<file path="src/core/stage_seq_regs.svh">
// register offsets, field positions, reset values and timing counts
// assumes a 32-bit apb slave with word-aligned byte addresses
`ifndef STAGE_SEQ_REGS_SVH
`define STAGE_SEQ_REGS_SVH

// byte offsets
`define SEQ_CTRL_OFF 12'h000
`define SEQ_STAT_OFF 12'h004
`define SEQ_FREQ_BASE 12'h040
`define SEQ_TIME_BASE 12'h080
`define SEQ_DIR_BASE 12'h0c0
`define SEQ_TABLE_SPAN 12'h040

// control fields
`define CTRL_MODE_LSB 0
`define CTRL_WOBBLE_BIT 3
`define CTRL_PID_BIT 4
`define CTRL_COARSE_BIT 5
`define CTRL_RST 32'h0000_0000

// status fields
`define STAT_STAGE_LSB 0
`define STAT_ACTIVE_BIT 4
`define STAT_DONE_BIT 5
`define STAT_HOLD_BIT 6
`define STAT_DIR_LSB 7
`define STAT_ENABLED_BIT 9

// setting limits: frequency 0.01 hz units, time 0.1 s units
`define FREQ_MAX 16'h9c40
`define TIME_MAX 16'hea60
`define FREQ_COARSE_STEP 16'h000a
`define TABLE_RST 16'h0000

// time base: one time step is 0.1 s, clock period 100 ns
`define TIME_STEP_NS 100000000
`define CLK_PERIOD_NS 100

`endif

</file>
<file path="src/core/stage_seq_pkg.sv">
// types shared by the stage sequencer
// assumes stage_seq_regs.svh supplies the numeric constants
package stage_seq_pkg;

   // sequencer states
   typedef enum logic [1:0] {
      ST_IDLE = 2'b00,
      ST_RUN = 2'b01,
      ST_HOLD = 2'b10,
      ST_DONE = 2'b11
   } seq_state_e;

   // per-stage direction codes
   typedef enum logic [1:0] {
      DIR_STOP = 2'b00,
      DIR_FWD = 2'b01,
      DIR_REV = 2'b10
   } dir_e;

   typedef logic [15:0] setting_t;

endpackage

</file>
<file path="src/core/auto_program_stage_sequencer.sv">
// automatic program stage sequencer with apb register access
// assumes run_cmd, norm_* and ms_sel_in come from logic on pclk
//
// Contract
// - mode 0 turns sequencing off and the normal reference passes through.
// - modes 1 and 4 run the sequence once; only mode 1 restarts at the stopped speed.
// - modes 2 and 5 repeat the sequence; only mode 2 restarts at the stopped speed.
// - modes 3 and 6 run once then hold the last stage's speed.
// - modes 1 to 3 resume at the unfinished stage after a stop.
// - modes 4 to 6 restart at stage 0 after a stop, except mode 6 stopped while holding, which returns to the hold.
// - stage 0 uses the multi-speed 0 frequency, stages 1 to 15 their own.
// - frequencies span 0 to 400.00 hz, coarsened to 0.1 hz above 300 hz max.
// - each stage has a 0 to 6000.0 s run time that sets its length.
// - stage direction 0 stops, 1 runs forward, 2 runs reverse.
// - wobbling or pid enabled inhibits sequencing.
// - all stage times zero makes sequencing inactive.
// - multi-step speed inputs are ignored while sequencing is enabled.
// - sequencing ramps with the primary accel and decel times.
// - single-cycle mode stops output after the last stage and waits.
// - hold mode keeps the last stage's speed and direction until stopped.
`include "stage_seq_regs.svh"

module auto_program_stage_sequencer #(
   parameter int TICK_CYCLES = `TIME_STEP_NS / `CLK_PERIOD_NS
) (
   input wire logic pclk, // control clock, 10 mhz
   input wire logic presetn, // async reset, active low
   input wire logic psel, // apb select
   input wire logic penable, // apb access phase
   input wire logic pwrite, // apb direction
   input wire logic [11:0] paddr, // apb byte address
   input wire logic [31:0] pwdata, // apb write data
   output logic [31:0] prdata, // apb read data
   output logic pready, // apb ready
   output logic pslverr, // apb error, unmapped address
   input wire logic run_cmd, // drive run command level
   input wire logic [15:0] norm_freq, // normal frequency reference
   input wire logic [1:0] norm_dir, // normal direction
   input wire logic [3:0] ms_sel_in, // multi-step speed inputs 1..4
   output logic [15:0] freq_ref, // frequency reference to ramp
   output logic [1:0] dir_ref, // direction to ramp
   output logic run_out, // output enable to ramp
   output logic ramp_primary, // use primary accel/decel
   output logic [3:0] ms_sel_out, // gated multi-step inputs
   output logic [3:0] stage_out, // current stage number
   output logic seq_active // sequencer driving output
);

   localparam int TW = $clog2(TICK_CYCLES + 1);

   // refuse a time base the counter cannot serve
   if (TICK_CYCLES < 1)
   begin : g_bad_tick
      $error("TICK_CYCLES must be at least 1");
   end

   // configuration storage
   logic [31:0] ctrl_q;
   stage_seq_pkg::setting_t freq_q [16];
   stage_seq_pkg::setting_t time_q [16];
   logic [1:0] dcfg_q [16];

   // sequencer state
   stage_seq_pkg::seq_state_e state_q, state_d;
   logic [3:0] stage_q, stage_d;
   stage_seq_pkg::setting_t timer_q, timer_d;
   logic [TW-1:0] tick_q, tick_d;
   logic resume_q, resume_d;

   // output and bus flops
   logic [15:0] freq_ref_q;
   logic [1:0] dir_ref_q;
   logic run_out_q, ramp_primary_q, seq_active_q;
   logic [3:0] ms_sel_q;
   logic [31:0] prdata_q;
   logic pready_q, pslverr_q;

   // bus decode
   wire access = psel & penable;
   wire commit = access & pready_q;
   wire wr_commit = commit & pwrite;
   wire in_freq = paddr >= `SEQ_FREQ_BASE && paddr < `SEQ_TIME_BASE;
   wire in_time = paddr >= `SEQ_TIME_BASE && paddr < `SEQ_DIR_BASE;
   wire in_dir = paddr >= `SEQ_DIR_BASE &&
      paddr < (`SEQ_DIR_BASE + `SEQ_TABLE_SPAN);
   wire is_ctrl = paddr == `SEQ_CTRL_OFF;
   wire is_stat = paddr == `SEQ_STAT_OFF;
   wire aligned = paddr[1:0] == 2'b00;
   wire mapped = aligned & (is_ctrl | is_stat | in_freq | in_time | in_dir);
   wire [3:0] idx = paddr[5:2];

   // write data clamped to the setting ranges
   wire [15:0] wfreq = (pwdata[31:16] != 16'h0000 ||
      pwdata[15:0] > `FREQ_MAX) ? `FREQ_MAX : pwdata[15:0];
   wire [15:0] wtime = (pwdata[31:16] != 16'h0000 ||
      pwdata[15:0] > `TIME_MAX) ? `TIME_MAX : pwdata[15:0];

   // control fields
   wire [2:0] mode = ctrl_q[`CTRL_MODE_LSB +: 3];
   wire wobble_en = ctrl_q[`CTRL_WOBBLE_BIT];
   wire pid_en = ctrl_q[`CTRL_PID_BIT];
   wire coarse = ctrl_q[`CTRL_COARSE_BIT];
   wire mode_valid = mode != 3'h0 && mode <= 3'h6;
   wire mode_once = mode == 3'h1 || mode == 3'h4;
   wire mode_loop = mode == 3'h2 || mode == 3'h5;
   wire mode_hold = mode == 3'h3 || mode == 3'h6;
   wire mode_resume = mode <= 3'h3;

   // any stage time nonzero
   logic any_time;
   always_comb
   begin
      any_time = 1'b0;
      for (int i = 0; i < 16; i++)
      begin
         any_time = any_time | (time_q[i] != `TABLE_RST);
      end
   end

   wire enabled = mode_valid & ~wobble_en & ~pid_en & any_time;

   // stage settings seen by the sequencer
   wire [15:0] stage_freq_raw = freq_q[stage_q];
   wire [15:0] stage_freq = coarse ?
      stage_freq_raw - (stage_freq_raw % `FREQ_COARSE_STEP) :
      stage_freq_raw;
   wire [1:0] stage_dir_raw = dcfg_q[stage_q];
   wire [1:0] stage_dir = (stage_dir_raw == stage_seq_pkg::DIR_FWD ||
      stage_dir_raw == stage_seq_pkg::DIR_REV) ?
      stage_dir_raw : stage_seq_pkg::DIR_STOP;
   wire tick = tick_q == TW'(TICK_CYCLES - 1);
   wire last_stage = stage_q == 4'hf;

   // read data selection
   wire [31:0] stat_word = {22'h0, enabled, dir_ref_q,
      state_q == stage_seq_pkg::ST_HOLD,
      state_q == stage_seq_pkg::ST_DONE, seq_active_q, stage_q};
   wire [31:0] rd_word = is_ctrl ? ctrl_q :
      is_stat ? stat_word :
      in_freq ? {16'h0, freq_q[idx]} :
      in_time ? {16'h0, time_q[idx]} :
      in_dir ? {30'h0, dcfg_q[idx]} : 32'h0;

   // control register write
   always_ff @(posedge pclk or negedge presetn)
   begin
      if (!presetn)
         ctrl_q <= `CTRL_RST;
      else if (wr_commit && is_ctrl && aligned)
         ctrl_q <= {26'h0, pwdata[5:0]};
   end

   // per-stage setting tables, stage 0 frequency is multi-speed 0
   for (genvar g = 0; g < 16; g++)
   begin : g_stage
      wire hit = wr_commit && aligned && idx == 4'(g);
      always_ff @(posedge pclk or negedge presetn)
      begin
         if (!presetn)
         begin
            freq_q[g] <= `TABLE_RST;
            time_q[g] <= `TABLE_RST;
            dcfg_q[g] <= 2'h0;
         end
         else
         begin
            if (hit && in_freq)
               freq_q[g] <= wfreq;
            if (hit && in_time)
               time_q[g] <= wtime;
            if (hit && in_dir)
               dcfg_q[g] <= pwdata[1:0];
         end
      end
   end

   // apb answer: ready one cycle into the access phase
   always_ff @(posedge pclk or negedge presetn)
   begin
      if (!presetn)
      begin
         pready_q <= 1'b0;
         pslverr_q <= 1'b0;
         prdata_q <= 32'h0;
      end
      else
      begin
         pready_q <= access & ~pready_q;
         pslverr_q <= access & ~pready_q & ~mapped;
         prdata_q <= (access & ~pready_q & ~pwrite & mapped) ?
            rd_word : 32'h0;
      end
   end

   // sequencer next state
   always_comb
   begin
      state_d = state_q;
      stage_d = stage_q;
      timer_d = timer_q;
      tick_d = tick_q;
      resume_d = resume_q;
      if (!enabled)
      begin
         state_d = stage_seq_pkg::ST_IDLE;
         stage_d = 4'h0;
         timer_d = time_q[0];
         tick_d = '0;
         resume_d = 1'b0;
      end
      else
      begin
         case (state_q)
            stage_seq_pkg::ST_IDLE:
            begin
               if (run_cmd)
               begin
                  tick_d = '0;
                  if (resume_q && mode_resume)
                     state_d = stage_seq_pkg::ST_RUN;
                  else if (resume_q && mode_hold && stage_q == 4'hf &&
                     timer_q == `TABLE_RST)
                     state_d = stage_seq_pkg::ST_HOLD;
                  else
                  begin
                     state_d = stage_seq_pkg::ST_RUN;
                     stage_d = 4'h0;
                     timer_d = time_q[0];
                  end
               end
            end
            stage_seq_pkg::ST_RUN:
            begin
               if (!run_cmd)
               begin
                  state_d = stage_seq_pkg::ST_IDLE;
                  resume_d = 1'b1;
               end
               else if (timer_q == `TABLE_RST)
               begin
                  tick_d = '0;
                  if (!last_stage)
                  begin
                     stage_d = stage_q + 4'h1;
                     timer_d = time_q[stage_q + 4'h1];
                  end
                  else if (mode_loop)
                  begin
                     stage_d = 4'h0;
                     timer_d = time_q[0];
                  end
                  else if (mode_hold)
                     state_d = stage_seq_pkg::ST_HOLD;
                  else if (mode_once)
                  begin
                     state_d = stage_seq_pkg::ST_DONE;
                     resume_d = 1'b0;
                  end
               end
               else if (tick)
               begin
                  tick_d = '0;
                  timer_d = timer_q - 16'h0001;
               end
               else
                  tick_d = tick_q + TW'(1);
            end
            stage_seq_pkg::ST_HOLD:
            begin
               if (!run_cmd)
               begin
                  state_d = stage_seq_pkg::ST_IDLE;
                  resume_d = 1'b1;
               end
            end
            stage_seq_pkg::ST_DONE:
            begin
               if (!run_cmd)
                  state_d = stage_seq_pkg::ST_IDLE;
            end
            default:
               state_d = stage_seq_pkg::ST_IDLE;
         endcase
      end
   end

   // sequencer registers
   always_ff @(posedge pclk or negedge presetn)
   begin
      if (!presetn)
      begin
         state_q <= stage_seq_pkg::ST_IDLE;
         stage_q <= 4'h0;
         timer_q <= `TABLE_RST;
         tick_q <= '0;
         resume_q <= 1'b0;
      end
      else
      begin
         state_q <= state_d;
         stage_q <= stage_d;
         timer_q <= timer_d;
         tick_q <= tick_d;
         resume_q <= resume_d;
      end
   end

   // output selection toward the ramp logic
   wire driving = state_q == stage_seq_pkg::ST_RUN ||
      state_q == stage_seq_pkg::ST_HOLD;
   wire [15:0] freq_nx = !enabled ? norm_freq :
      driving ? stage_freq : 16'h0;
   wire [1:0] dir_nx = !enabled ? norm_dir :
      driving ? stage_dir : stage_seq_pkg::DIR_STOP;
   wire run_nx = !enabled ? run_cmd :
      driving && stage_dir != stage_seq_pkg::DIR_STOP;

   // registered outputs
   always_ff @(posedge pclk or negedge presetn)
   begin
      if (!presetn)
      begin
         freq_ref_q <= 16'h0;
         dir_ref_q <= 2'h0;
         run_out_q <= 1'b0;
         ramp_primary_q <= 1'b0;
         ms_sel_q <= 4'h0;
         seq_active_q <= 1'b0;
      end
      else
      begin
         freq_ref_q <= freq_nx;
         dir_ref_q <= dir_nx;
         run_out_q <= run_nx;
         ramp_primary_q <= enabled;
         ms_sel_q <= enabled ? 4'h0 : ms_sel_in;
         seq_active_q <= enabled & driving;
      end
   end

   assign prdata = prdata_q;
   assign pready = pready_q;
   assign pslverr = pslverr_q;
   assign freq_ref = freq_ref_q;
   assign dir_ref = dir_ref_q;
   assign run_out = run_out_q;
   assign ramp_primary = ramp_primary_q;
   assign ms_sel_out = ms_sel_q;
   assign stage_out = stage_q;
   assign seq_active = seq_active_q;

endmodule // auto_program_stage_sequencer

</file>
<file path="config.mk">
export PLATFORM = sky130hd
export DESIGN_NAME = auto_program_stage_sequencer
export DESIGN_NICKNAME = d
export VERILOG_FILES = /design/src/core/stage_seq_pkg.sv /design/src/core/auto_program_stage_sequencer.sv
export VERILOG_INCLUDE_DIRS = /design/src /design/src/core
export SDC_FILE = /design/constraint.sdc
export NUM_CORES = 2
export LEC_CHECK = 0
export BUFFER_PORTS_ARGS = -buffer_cell sky130_fd_sc_hd__buf_2
export CORE_MARGIN = 2
export CORE_UTILIZATION = 46
export CTS_BUF_LIST = sky130_fd_sc_hd__clkbuf_16
export DETAILED_ROUTE_END_ITERATION = 7
export PLACE_DENSITY = 0.73
export SYNTH_ARGS = -nofsm -noshare
export SYNTH_HDL_FRONTEND = slang
export SYNTH_SLANG_ARGS = --single-unit
</file>
<file path="constraint.sdc">
create_clock -name pclk -period 11.2 [get_ports pclk]
set_clock_uncertainty 0.05 [all_clocks]
set_input_delay 0.56 -clock pclk [delete_from_list [all_inputs] [get_ports pclk]]
set_output_delay 0.56 -clock pclk [all_outputs]
set_load 0.03 [all_outputs]
</file>
==> flow_metrics.env <==
export IMPL_rows=102
export IMPL_worst_pin_slew_ns=1.30
export IMPL_fin_crit_sh_pct=89.4
export IMPL_synth_async_sr_flop_share_pct=100
export IMPL_drt_iter0_markers=3661
export IMPL_dp_hpwl_mm=75.6
export IMPL_htreeDepth=3
export IMPL_fmax_ghz=0.0998
export IMPL_finalMaxSlewViolations=0
export IMPL_synth_edff_count=0
export IMPL_nets=3435
export IMPL_regToRegSetupSlack_ns=1.18
export IMPL_cts_tree="yes"
export IMPL_synth_largest_area_cell="dfrtp_1"
export IMPL_critical_path_slowest_cell="dfrtp_4"
export IMPL_postSynthCellCount=3360
export IMPL_critical_path_class="reg -> reg"
export IMPL_cp_start_kind="flop"
export IMPL_hold_path_depth=2
export IMPL_die_w_um=283
export IMPL_final_design_area_no_fill_sq_um=39300
export IMPL_slew_headroom_pct=13.0
export IMPL_gp_congestion=0.957
export IMPL_antenna_left=0
export IMPL_synth_warnings=0
export IMPL_vias=28808
export IMPL_peakVddDrop_uv=92.3
export IMPL_rr_endpoint="freq_ref[15]$_DFF_PN0_"
export IMPL_min_to="ms_sel_out[3]$_DFF_PN0_"
export IMPL_clock_sinks=636
export IMPL_power_w=0.00480
export IMPL_finalHoldViolCount=0
export IMPL_clockBufferDepth=3
export IMPL_ys_seq_elements=636
export IMPL_setup_violations=0
export IMPL_worstHoldStart="ms_sel_in[3]"
export IMPL_hold_class="in -> reg"
export IMPL_worstRegToRegCells=36
export IMPL_grt_setup_unrepaired="false"
export IMPL_coreArea_sq_um=77200
export IMPL_grt_total_usage_pct=28.7
export IMPL_synth_distinct_cells=98
export IMPL_drive_above_1_share_pct=20.8
export IMPL_syn_avg_cell_area_sq_um=10.6
export IMPL_antenna_found_initial=6
export IMPL_final_cell_mix="nand2_1, dfrtp_1, o21ai_0"
export IMPL_n_fill_cell=6657
export IMPL_crit_required_ns=11.62
export IMPL_first_pass_iters=8
export IMPL_area_growth_pct=9.89
export IMPL_final_setup_tns_ns=0
export IMPL_cp_common_cell="o21ai_0"
export IMPL_synth_ff_type="dfrtp_1"
export IMPL_start_util_pct=46.3
export IMPL_crit_fanout=30
export IMPL_pwr_density_cell_nw_per_um2=122
export IMPL_grt_max_degree=168
export IMPL_multi_input_area_sq_um=18600
export IMPL_place_area_sq_um=37000
export IMPL_drv_cap=0
export IMPL_dieHeight_um=283
export IMPL_worstReg2RegStart="stage_out[0]$_DFFE_PN0P_"
export IMPL_port_buffers=118
export IMPL_leakagePower_nw=16.4
export IMPL_slowest_delay_ns=0.81
export IMPL_synthTopCellsByArea="dfrtp_1, mux4_2, o21ai_0"
export IMPL_ctsResizeCount=0
export IMPL_die_area_sq_um=80000
export IMPL_final_common_cell="nand2_1"
export IMPL_yosysTopAreaCellShare_pct=44.5
export IMPL_wl_per_cell_um=25.5
export IMPL_endpoint_kind="flop"
export IMPL_status="complete, no violations"
export IMPL_numCtsBuffers=71
export IMPL_ys_seq_area_share_pct=44.5
export IMPL_synth_area_sq_um=35800
export IMPL_via_per_inst=6.49
export IMPL_num_io_pins=135
export IMPL_drc_errors=0
export IMPL_cts_root_buffer_cell="clkbuf_16"
export IMPL_grt_pass1_vias=27648
export IMPL_clock_latency_ns=0.64
export IMPL_grt_first_pass_wirelength_mm=173
export IMPL_regArea_sq_um=15900
export IMPL_wl_mm=113
export IMPL_overflow=0
export IMPL_path_clk_slew_ns=0.06
export IMPL_cp_arrival_ns=10.44
export IMPL_min_period_ns=10.02
==> report_power, final <==
| group | leakage (nW) | switching, W | internal (W) |
|---|---|---|---|
| Combinational | 6.37 | 0.000131 | 0.0000487 |
| Clock | 1.16 | 0.000993 | 0.00132 |
| Sequential | 8.83 | 0.00000266 | 0.00230 |
==> final cells by class <==
class / count / area share (%)
clock inverter: 56 / 1.18
tap: 1040 / 3.31
clock buffer: 72 / 4.58
multi-input combinational: 2420 / 47.3
inverter: 34 / 0.325
antenna: 3 / 0.0191
timing repair buffer: 176 / 2.75
sequential: 636 / 40.5
==> synth_stat cells (5+ instances only) <==
library cell / instances
a31oi_1: 8
a21oi_1: 55
a21o_1: 7
nor2_1: 103
inv_2: 5
o31ai_1: 8
or3_1: 6
inv_1: 27
buf_4: 20
dfrtp_1: 636
xor2_1: 13
or4_1: 5
ha_1: 24
o221ai_1: 8
a211o_1: 5
clkbuf_1: 210
nor2b_1: 21
a22oi_1: 18
o22ai_1: 17
and3_1: 21
nor4_1: 88
xnor2_1: 16
o211ai_1: 10
mux4_2: 326
a211oi_1: 12
o21ai_1: 10
or2_2: 6
nor3_1: 37
and4_1: 5
mux2i_1: 11
a21boi_0: 5
o21ai_0: 609
buf_1: 34
mux2_2: 45
nand2_1: 687
a22o_1: 7
buf_6: 8
nand3_1: 49
nand4_1: 28
a222oi_1: 5
and2_1: 21
nand2b_1: 9
buf_2: 23
==> sequential cells by signal (all words and copies together), names as in the netlist, 2 cells and up <==
signal / cells
tick_q: 20
prdata: 16
dcfg_q: 32
dir_ref: 2
timer_q: 16
ctrl_q: 6
freq_q: 256
freq_ref: 16
state_q: 2
stage_out: 4
time_q: 256
ms_sel_out: 4
==> worst max-delay path by stage <==
stage               cells after the start                startpoint                     end  slack, ns
finish                                 36  stage_out[0]$_DFFE_PN0P_  freq_ref[15]$_DFF_PN0_       1.18
global route                           36  stage_out[0]$_DFFE_PN0P_  freq_ref[15]$_DFF_PN0_       0.28
CTS                                    37  stage_out[0]$_DFFE_PN0P_  freq_ref[14]$_DFF_PN0_       1.32
detailed placement                     37  stage_out[0]$_DFFE_PN0P_  freq_ref[14]$_DFF_PN0_       1.42
global placement                       38  stage_out[0]$_DFFE_PN0P_  freq_ref[14]$_DFF_PN0_       1.60
floorplan                              42  stage_out[0]$_DFFE_PN0P_  freq_ref[14]$_DFF_PN0_       3.27
==> critical path: cells and delay by family, from the launching register on <==
| kind | cells | cell delay [ns] |
|---|---|---|
| adders and majority gates | 1 | 0.31 |
| xor gates and xnor gates | 2 | 0.32 |
| muxes | 3 | 1.13 |
| AOI/OAI and AO/OA | 23 | 5.96 |
| DFF | 1 | 0.81 |
| buffers and inverters | 1 | 0.32 |
| and+or+nand+nor | 6 | 0.93 |
==> cell families after synthesis <==
group / synth area share (%)
other cells: 0.0210
simple gates: 13.9
mux: 22.4
xor+xnor: 0.756
fa+ha+maj: 0.871
buf+inv: 3.91
compound gates: 13.7
flops: 44.5
==> what timing repair did <==
item,in CTS,in global routing
hold buffers,1,0
buffers inserted,0,0
hold endpoints to repair,76,0
==> metrics by stage <==
stage	setup WS [ns]	utilization (%)	hold WS [ns]	instances
floorplan	3.27	-	0.214	3385
global placement	1.60	47.9	0.423	4305
detailed placement	1.42	47.9	0.434	4305
CTS	1.32	50.9	0.0859	4434
global route	0.283	50.9	0.107	4435
finish	1.18	50.9	0.105	4437
==> layer usage <==
metal	global-route usage, %	vias up	wire, um
met2	42.2	1749	50000
met4	12.2	6	5070
met1	38.6	14384	43400
met5	0	-	42
li1	-	12358	-
met3	10.4	311	14700
(Power assumes the default switching activity.)
